### src/design/rie_defs.vh
// Constants for the radio interrupt enable clear block
`ifndef RIE_DEFS_VH
`define RIE_DEFS_VH

`define RIE_ADDR_W 12
`define RIE_DATA_W 32

`define RIE_OFS_ENABLE 12'h300
`define RIE_OFS_SET 12'h304
`define RIE_OFS_CLEAR 12'h308
`define RIE_OFS_STATUS 12'h310

`define RIE_RESET_VAL 32'h00000000
`define RIE_IMPL_MASK 32'h1CFFC000

`define RIE_BIT_FRAME_BEGIN 14
`define RIE_BIT_ED_DONE 15
`define RIE_BIT_ED_HALTED 16
`define RIE_BIT_CH_CLEAR 17
`define RIE_BIT_CH_OCCUPIED 18
`define RIE_BIT_CH_HALTED 19
`define RIE_BIT_RATE_SWITCH 20
`define RIE_BIT_TX_PREPARED 21
`define RIE_BIT_RX_PREPARED 22
`define RIE_BIT_MAC_HIT 23
`define RIE_BIT_SYNC 26
`define RIE_BIT_PHY_DONE 27
`define RIE_BIT_TONE_SEEN 28

`define RIE_MODE_W 4
`define RIE_MODE_LONG_RANGE_SLOW 4'h4
`define RIE_MODE_LONG_RANGE_FAST 4'h5
`define RIE_MODE_LOWRATE_WPAN 4'h6

`define RIE_RESP_OKAY 2'h0
`define RIE_RESP_SLVERR 2'h2

`endif

### src/design/rie_irq_enable.v
// Radio interrupt enable store with set, clear and event status over AXI4-Lite
//
// The implementer's own choices: the AXI4-Lite interface to the registers and the register addresses.
`timescale 1ns/10ps
`include "rie_defs.vh"

module rie_irq_enable (
	input wire clk,
	input wire nrst,
	input wire [`RIE_ADDR_W-1:0] awaddr,
	input wire [2:0] awprot,
	input wire awvalid,
	output reg awready,
	input wire [`RIE_DATA_W-1:0] wdata,
	input wire [3:0] wstrb,
	input wire wvalid,
	output reg wready,
	output reg [1:0] bresp,
	output reg bvalid,
	input wire bready,
	input wire [`RIE_ADDR_W-1:0] araddr,
	input wire [2:0] arprot,
	input wire arvalid,
	output reg arready,
	output reg [`RIE_DATA_W-1:0] rdata,
	output reg [1:0] rresp,
	output reg rvalid,
	input wire rready,
	input wire frameBeginEvt,
	input wire energyDetectDoneEvt,
	input wire energyDetectHaltedEvt,
	input wire channelClearEvt,
	input wire channelOccupiedEvt,
	input wire channelAssessHaltedEvt,
	input wire codedRateSwitchEvt,
	input wire transmitPreparedEvt,
	input wire receivePreparedEvt,
	input wire macHeaderHitEvt,
	input wire phyFrameDoneEvt,
	input wire toneExtensionSeenEvt,
	input wire preambleSeen,
	input wire rxActive,
	input wire [`RIE_MODE_W-1:0] radioMode,
	output reg irq
);

	reg awHave;
	reg wHave;
	reg [`RIE_ADDR_W-1:0] awAddrQ;
	reg [`RIE_DATA_W-1:0] wDataQ;
	reg [3:0] wStrbQ;
	reg [`RIE_DATA_W-1:0] enable;
	reg [`RIE_DATA_W-1:0] status;
	reg next_awHave;
	reg next_wHave;
	reg next_rvalid;
	reg [`RIE_DATA_W-1:0] readMux;
	reg readHit;
	reg wHit;
	reg wrSet;
	reg wrClr;
	reg wrStat;
	reg syncMode;

	wire doWrite;
	wire [`RIE_ADDR_W-1:0] wAddrWord;
	wire [`RIE_ADDR_W-1:0] rAddrWord;
	wire [`RIE_DATA_W-1:0] strbMask;
	wire [`RIE_DATA_W-1:0] wOnes;
	wire [`RIE_DATA_W-1:0] evtVec;
	wire [`RIE_DATA_W-1:0] pending;
	wire syncEvt;

	// Only these bits hold state; the rest read as 0 and ignore writes
	localparam [`RIE_DATA_W-1:0] implBits = `RIE_IMPL_MASK;

	// Protection bits carry no meaning here; every access is allowed
	assign doWrite = awHave & wHave & ~bvalid;
	assign wAddrWord = {awAddrQ[`RIE_ADDR_W-1:2], 2'b00};
	assign rAddrWord = {araddr[`RIE_ADDR_W-1:2], 2'b00};

	// Only the enable store and status are written; enable view is read only
	always @* begin
		wrSet = 1'b0;
		wrClr = 1'b0;
		wrStat = 1'b0;
		wHit = 1'b1;
		case (wAddrWord)
			`RIE_OFS_ENABLE: begin
				// Accepted with OKAY so a probe of the view sees no error
				wHit = 1'b1;
			end
			`RIE_OFS_SET: begin
				wrSet = doWrite;
			end
			`RIE_OFS_CLEAR: begin
				wrClr = doWrite;
			end
			`RIE_OFS_STATUS: begin
				wrStat = doWrite;
			end
			default: begin
				wHit = 1'b0;
			end
		endcase
	end

	assign strbMask = {{8{wStrbQ[3]}}, {8{wStrbQ[2]}},
		{8{wStrbQ[1]}}, {8{wStrbQ[0]}}};
	// Bits written as 0 leave the store alone; lower event bits stay 0
	assign wOnes = wDataQ & strbMask & `RIE_IMPL_MASK;

	// A preamble hint outside a receive or outside these modes is ignored
	always @* begin
		case (radioMode)
			`RIE_MODE_LONG_RANGE_SLOW: begin
				syncMode = 1'b1;
			end
			`RIE_MODE_LONG_RANGE_FAST: begin
				syncMode = 1'b1;
			end
			`RIE_MODE_LOWRATE_WPAN: begin
				syncMode = 1'b1;
			end
			default: begin
				syncMode = 1'b0;
			end
		endcase
	end
	assign syncEvt = preambleSeen & rxActive & syncMode;

	assign evtVec[13:0] = 14'h0000;
	assign evtVec[`RIE_BIT_FRAME_BEGIN] = frameBeginEvt;
	assign evtVec[`RIE_BIT_ED_DONE] = energyDetectDoneEvt;
	assign evtVec[`RIE_BIT_ED_HALTED] = energyDetectHaltedEvt;
	assign evtVec[`RIE_BIT_CH_CLEAR] = channelClearEvt;
	assign evtVec[`RIE_BIT_CH_OCCUPIED] = channelOccupiedEvt;
	assign evtVec[`RIE_BIT_CH_HALTED] = channelAssessHaltedEvt;
	assign evtVec[`RIE_BIT_RATE_SWITCH] = codedRateSwitchEvt;
	assign evtVec[`RIE_BIT_TX_PREPARED] = transmitPreparedEvt;
	assign evtVec[`RIE_BIT_RX_PREPARED] = receivePreparedEvt;
	assign evtVec[`RIE_BIT_MAC_HIT] = macHeaderHitEvt;
	assign evtVec[25:24] = 2'h0;
	// No filtering of false preambles: software must expect stray syncs
	assign evtVec[`RIE_BIT_SYNC] = syncEvt;
	assign evtVec[`RIE_BIT_PHY_DONE] = phyFrameDoneEvt;
	assign evtVec[`RIE_BIT_TONE_SEEN] = toneExtensionSeenEvt;
	assign evtVec[31:29] = 3'h0;

	// Per bit enable and sticky status; one store for set and clear paths
	genvar i;
	generate
		for (i = 0; i < `RIE_DATA_W; i = i + 1) begin : gBit
			always @(posedge clk or negedge nrst) begin
				if (!nrst) begin
					enable[i] <= 1'b0;
				end else if (wrSet && wOnes[i]) begin
					enable[i] <= 1'b1;
				end else if (wrClr && wOnes[i]) begin
					enable[i] <= 1'b0;
				end
			end

			always @(posedge clk or negedge nrst) begin
				if (!nrst) begin
					status[i] <= 1'b0;
				end else if (evtVec[i] && implBits[i]) begin
					// An event in the clearing cycle is kept
					status[i] <= 1'b1;
				end else if (wrStat && wOnes[i]) begin
					status[i] <= 1'b0;
				end
			end
		end
	endgenerate

	// Only events both latched and enabled may request service
	assign pending = status & enable;

	// Registered so the pin is glitch free; lags status by one cycle
	always @(posedge clk or negedge nrst) begin
		if (!nrst) begin
			irq <= 1'b0;
		end else begin
			irq <= |pending;
		end
	end

	always @* begin
		next_awHave = awHave;
		if (awvalid && awready) begin
			next_awHave = 1'b1;
		end
		if (doWrite) begin
			next_awHave = 1'b0;
		end
	end

	always @* begin
		next_wHave = wHave;
		if (wvalid && wready) begin
			next_wHave = 1'b1;
		end
		if (doWrite) begin
			next_wHave = 1'b0;
		end
	end

	always @(posedge clk or negedge nrst) begin
		if (!nrst) begin
			awHave <= 1'b0;
			wHave <= 1'b0;
		end else begin
			awHave <= next_awHave;
			wHave <= next_wHave;
		end
	end

	// Ready drops once a beat is held, so no second beat can overwrite it
	always @(posedge clk or negedge nrst) begin
		if (!nrst) begin
			awready <= 1'b0;
		end else begin
			awready <= ~next_awHave;
		end
	end

	always @(posedge clk or negedge nrst) begin
		if (!nrst) begin
			wready <= 1'b0;
		end else begin
			wready <= ~next_wHave;
		end
	end

	always @(posedge clk or negedge nrst) begin
		if (!nrst) begin
			awAddrQ <= {`RIE_ADDR_W{1'b0}};
		end else if (awvalid && awready) begin
			awAddrQ <= awaddr;
		end
	end

	always @(posedge clk or negedge nrst) begin
		if (!nrst) begin
			wDataQ <= `RIE_RESET_VAL;
			wStrbQ <= 4'h0;
		end else if (wvalid && wready) begin
			wDataQ <= wdata;
			wStrbQ <= wstrb;
		end
	end

	// Response stands until taken; a held write waits for it to clear
	always @(posedge clk or negedge nrst) begin
		if (!nrst) begin
			bvalid <= 1'b0;
		end else if (doWrite) begin
			bvalid <= 1'b1;
		end else if (bvalid && bready) begin
			bvalid <= 1'b0;
		end
	end

	always @(posedge clk or negedge nrst) begin
		if (!nrst) begin
			bresp <= `RIE_RESP_OKAY;
		end else if (doWrite) begin
			bresp <= wHit ? `RIE_RESP_OKAY : `RIE_RESP_SLVERR;
		end
	end

	// Set and clear addresses both read back the same enable store
	always @* begin
		readMux = `RIE_RESET_VAL;
		readHit = 1'b1;
		case (rAddrWord)
			`RIE_OFS_ENABLE: begin
				readMux = enable;
			end
			`RIE_OFS_SET: begin
				readMux = enable;
			end
			`RIE_OFS_CLEAR: begin
				readMux = enable;
			end
			`RIE_OFS_STATUS: begin
				readMux = status;
			end
			default: begin
				readHit = 1'b0;
			end
		endcase
	end

	always @* begin
		next_rvalid = rvalid;
		if (arvalid && arready) begin
			next_rvalid = 1'b1;
		end else if (rvalid && rready) begin
			next_rvalid = 1'b0;
		end
	end

	always @(posedge clk or negedge nrst) begin
		if (!nrst) begin
			rvalid <= 1'b0;
		end else begin
			rvalid <= next_rvalid;
		end
	end

	// One read at a time: the address is refused while data is waiting
	always @(posedge clk or negedge nrst) begin
		if (!nrst) begin
			arready <= 1'b0;
		end else begin
			arready <= ~next_rvalid;
		end
	end

	// Data is captured once at the address edge and then held
	always @(posedge clk or negedge nrst) begin
		if (!nrst) begin
			rdata <= `RIE_RESET_VAL;
			rresp <= `RIE_RESP_OKAY;
		end else if (arvalid && arready) begin
			rdata <= readMux;
			rresp <= readHit ? `RIE_RESP_OKAY : `RIE_RESP_SLVERR;
		end
	end

endmodule // rie_irq_enable

### config.mk
export PLATFORM = sky130hd
export DESIGN_NAME = rie_irq_enable
export DESIGN_NICKNAME = d
export VERILOG_FILES = /design/src/design/rie_irq_enable.v
export VERILOG_INCLUDE_DIRS = /design/src /design/src/design
export SDC_FILE = /design/constraint.sdc
export NUM_CORES = 1
export LEC_CHECK = 0
export BUFFER_PORTS_ARGS = -buffer_cell sky130_fd_sc_hd__buf_2
export CAP_MARGIN = 15
export CORE_UTILIZATION = 50
export DETAILED_ROUTE_END_ITERATION = 8
export GPL_TIMING_DRIVEN = 0
export MAX_ROUTING_LAYER = met4
export PLACE_DENSITY = 0.9
export SYNTH_ARGS = -nofsm -noshare
export SYNTH_HDL_FRONTEND = slang
export SYNTH_SLANG_ARGS = --single-unit
### constraint.sdc
create_clock -name clk -period 2.35 [get_ports clk]
set_input_delay 0.235 -clock clk [delete_from_list [all_inputs] [get_ports clk]]
set_output_delay 0.235 -clock clk [all_outputs]
set_load 0.02 [all_outputs]
-- Word-level counts from Yosys, hierarchy flattened
Cells that the tools add are included.
- bits in registers: 115
- output and inout bits: 42
- eq/ne operators: 11
- multiplexer cells: 69
- bitwise logic cells: 10
- reduce and logical (&&, ||, !) cells: 76
- operator list (operator ; number):
    equality test 10 x 8 -> 1 bit, second input constant ; 8
    2-to-1 mux 1 bit ; 66
    AND 29 bit ; 2
    one-hot mux 29 bit (2 select lines) ; 1
    nonzero test 2 bit ; 27
    logical AND 1 bit ; 44
    OR reduction 32 bit ; 1
    equality test 4 x 3 -> 1 bit, second input constant ; 3
    OR reduction 4 bit ; 2
    OR reduction 3 bit ; 2
    AND 1 bit ; 4
    2-to-1 mux 2 bit ; 2
    inverter 1 bit ; 4

-- Longest topological paths before layout
- depth in word-level cells: 6
- depth in mapped cells: 5

-- Least setup slack after synthesis
Ideal clock, no wire load.
- path type: register -> register
- start point: reg bvalid
- end point: reg enable[20]
- library setup time: 0.076 ns
- arrival: 1.562 ns
- setup slack: 0.712 ns
- stages on the path, launching flop included: 6
- path through: dfrtp_1 -> and3b_2 -> nand3_2 -> or4b_4 -> buf_6 -> o21ai_1
- longest elaborated chain between the ends: 5
- elaborated cells between the ends (all ways): 8
- those cells by class: 3 x mux; 2 x bitwise; 3 x reduce/logical
- RTL lines (what ; RTL line ; RTL):
    start, declared ; rie_irq_enable.v:19 ; output reg bvalid,
    start signal, assigned ; rie_irq_enable.v:257 ; bvalid <= 1'b0;
    start signal, assigned ; rie_irq_enable.v:259 ; bvalid <= 1'b1;
    start signal, assigned ; rie_irq_enable.v:261 ; bvalid <= 1'b0;
    inverter 1 bit (*) ; rie_irq_enable.v:78 ; assign doWrite = awHave & wHave & ~bvalid;
    AND 1 bit (*) ; rie_irq_enable.v:78 ;
    2-to-1 mux 1 bit ; rie_irq_enable.v:88 ; case (wAddrWord)
    logical AND 1 bit (on tied branches) ; rie_irq_enable.v:157, rie_irq_enable.v:159 ;
    2-to-1 mux 1 bit or nonzero test 2 bit (tied branches) ; n/a ;
    end signal, assigned by index ; rie_irq_enable.v:156 ; enable[i] <= 1'b0;
    end signal, assigned by index ; rie_irq_enable.v:158 ; enable[i] <= 1'b1;
    end signal, assigned by index ; rie_irq_enable.v:160 ; enable[i] <= 1'b0;
    end, declared ; rie_irq_enable.v:52 ; reg [`RIE_DATA_W-1:0] enable;
Every way passes the cells marked *; elsewhere a longest branch is shown, timed or not.
A chain may end at the register's enable or synchronous reset.

-- Worst setup path after layout
- start point: reg awAddrQ[10]
- end point: reg status[28]
- longest elaborated chain between the ends: 4
- RTL lines (what ; RTL line ; RTL):
    start, declared ; rie_irq_enable.v:49 ; reg [`RIE_ADDR_W-1:0] awAddrQ;
    start signal, assigned ; rie_irq_enable.v:238 ; awAddrQ <= {`RIE_ADDR_W{1'b0}};
    start signal, assigned ; rie_irq_enable.v:240 ; awAddrQ <= awaddr;
    equality test 10 x 8 -> 1 bit ; rie_irq_enable.v:88 ;
    2-to-1 mux 1 bit ; rie_irq_enable.v:88 ;
    logical AND 1 bit ; rie_irq_enable.v:170 ; end else if (wrStat && wOnes[i]) begin
    nonzero test 2 bit (no line) ; n/a ;
    end signal, assigned by index ; rie_irq_enable.v:166 ; status[i] <= 1'b0;
    end signal, assigned by index ; rie_irq_enable.v:169 ; status[i] <= 1'b1;
    end signal, assigned by index ; rie_irq_enable.v:171 ; status[i] <= 1'b0;
    end, declared ; rie_irq_enable.v:53 ; reg [`RIE_DATA_W-1:0] status;
No other way between the ends.

==> out/metrics.csv <==
metric;value;unit
Synth area leader;dfrtp_1;
router iterations before antenna repair;6;
Post-Place Cell Area;3860;um2
Tightest Pin Transition;0.888;ns
mean post-synth cell area;12.2;um2
Synth area leaders;dfrtp_1 57%, mux2_2 8.9%, o21ai_0 5.0%, buf_4 4.8%, a221o_1 4.0%;
sequential share of the synthesized area;57.3;%
final hold slack;0.00917;ns
IO Pins;133;
run status;finished, violations left;
Post-CTS Setup Repair Bufs;0;
Layout Nets;472;
Synth Instances;269;
Final Wtd Congestion;0.806;
most frequent cells after synthesis;75 x dfrtp_1, 33 x o21ai_0, 26 x mux2_2;
Logic pwr share;23.1;%
crit path launch;awAddrQ[10]$_DFFE_PN0P_;
Initial DRC Count;175;
DIE WIDTH;83.0;um
Setup Skew;0.00506;ns
initial core utilization;51.6;%
synth warn;0;
post-CTS sizing;0;
hold_buf cts;0;
# DRC;2;
Buffers on Ports;81;
Sum Neg Setup Slack;0;ns
Post-Syn Area;3280;um2
Clock Latency Late Sink;0.35;ns
pwr/cell area;918;nW/um2
failing checks;design-rule violations;
TritonCTS Buffers;9;
Final Routed Wirelength;6780;um
Vert. Die Dim;83.0;um
crit-path max FO;10;
vias per cell;5.18;
Clock Sinks;75;
Tmin final;1.75;ns
pre-CTS setup slack;0.632;ns
max_cap viols;0;
routed via count;2398;
Slew Viols, Final;0;
share of power burned in registers;47.7;%
CP startpoint kind;flop;
Final setup viols;0;
largest net degree at the start of global routing;76;
global-route wire length before repair;11200;um
Hold Fails Final Rpt;0;
worst r2r src;awAddrQ[10]$_DFFE_PN0P_;
worst path required time;2.58;ns
CTS root buf;clkbuf_8;
setup ws final;0.601;ns
Worst slew margin;40.8;%
Peak VDD IR;730;uV
dpl hpwl;5070;um
fmax;572;MHz
Pint;2.63;mW
NetSw;1.12;mW
most frequent cell after synthesis;dfrtp_1;
asr flop ratio synth;100;%
CP endpoint kind;flop;
row count;29;
Total GRT Usage;21.5;%
ANT nets after route;0;
initial antenna violation count;0;
CORE AREA;6350;um2
clk slew on worst S/H paths;0.08;ns
Worst Hold Class;input port to async pin;
EDFF count, synth;0;
Layout area overhead;24.6;%
flops & latches, synth;75;
switching power share of the total;29.8;%
clk buf depth;2;
RSZ-0062 raised after global routing;false;
share of cells above drive strength 1;40.9;%
clock power share;29.2;%
ys flop type;dfrtp_1;
Design Area, Final;4080;um2
CTS tree;done;
CP Data Arrival Time;1.98;ns
vias in the first global route;2375;
Synth cell types;37;
Util after Layout;64.3;%
grt ovf;0;
Synth top area share;57.3;%
final worst path period share;74.4;%
total die area;6880;um2
H-tree Lvls;3;
Wirelength per Cell;14.6;um
Setup CP Type;flop to flop;
static leakage;1.97;nW
number of diodes;0;
==> worst max-delay path, cell delays in order, from the launching register on <==
cell,delay [ns]
dfrtp_1,0.37
and4bb_1,0.35
nand4_1,0.24
clkbuf_1,0.29
o21ai_0,0.27
nand2b_1,0.10
==> worst paths after layout <==
kind	to	slack, ns	cells past startpoint
setup / recovery	status[28]$_DFFE_PN0P_	0.60	5
hold / removal	rdata[26]$_DFFE_PN0P_	0.009	1
setup reg to reg	status[28]$_DFFE_PN0P_	0.60	5
hold reg to reg	rresp[1]$_DFFE_PN0P_	0.50	2
max in group asynchronous	awAddrQ[8]$_DFFE_PN0P_	1.76	1
min in group clk	bvalid$_DFFE_PN0P_	0.07	2
==> per-layer routing <==
metal | global-route usage (%) | vias to the layer above | share of wire [%]
li1 | - | 1145 | -
met5 | - | - | 0
met2 | 33.5 | 104 | 49
met3 | 3.88 | 16 | 6.4
met1 | 26.8 | 1133 | 42
met4 | 11.6 | 0 | 2.8
==> stage by stage <==
| step | instances | power, mW |
|---|---|---|
| finish | 463 | 3.75 |
| global route | 463 | 3.95 |
| CTS | 463 | 3.77 |
| detailed placement | 447 | 2.67 |
| global placement | 447 | 2.61 |
| floorplan | 289 | 2.39 |
==> flip-flops by register name, indices dropped and copies added (netlist names), 3 cells and up <==
name / flops
status: 13
wStrbQ: 3
awAddrQ: 10
enable: 13
wDataQ: 13
rdata: 13
==> layout by cell type (no fill, tap or decap), types with 2 or more instances in the layout <==
cell        count
buf_2          82
clkinvlp_4      2
a22oi_1         2
clkbuf_8       10
bufinv_16       2
nand4_1         2
nor3b_1         2
a221o_1        13
inv_1           5
nand2_1        18
buf_4          22
conb_1         21
buf_6           2
clkbuf_1        3
nor2_1          2
maj3_1          2
nor4b_4         2
dfrtp_1        75
nand2b_1       12
o21ai_0        33
o21ai_1        10
nand3_1         3
mux2_2         26
and2_1         15
a221oi_1        2
buf_1           2
==> final cells by class <==
cell class              instances  area, um2
repair buffers                 81        408
clock inverters                 6       88.8
fillers                       497       2270
clock buffers                  10        138
multi-input cells             179       1250
flip-flops and latches         75       1880
well taps                      77       96.3
inverters                       5       18.8
plain buffers                  30        209
==> power by group through the flow <==
stage / registers [mW] / logic [mW] / clock network [mW]
finish: 1.79 / 0.867 / 1.09
detailed placement: 1.81 / 0.867 / 0
floorplan: 1.81 / 0.582 / 0
global route: 1.82 / 0.959 / 1.17
CTS: 1.78 / 0.873 / 1.11
global placement: 1.78 / 0.825 / 0
==> cells by family after synthesis <==
kind of cell	share of synthesized area, %
flip-flops	57.3
AO/OA/AOI/OAI	13.2
AND/OR/NAND/NOR	12.9
buffers and inverters	6.95
multiplexers	8.93
adder cells (fa/ha/maj)	0.611
other	0.114
(Power assumes the default switching activity.)
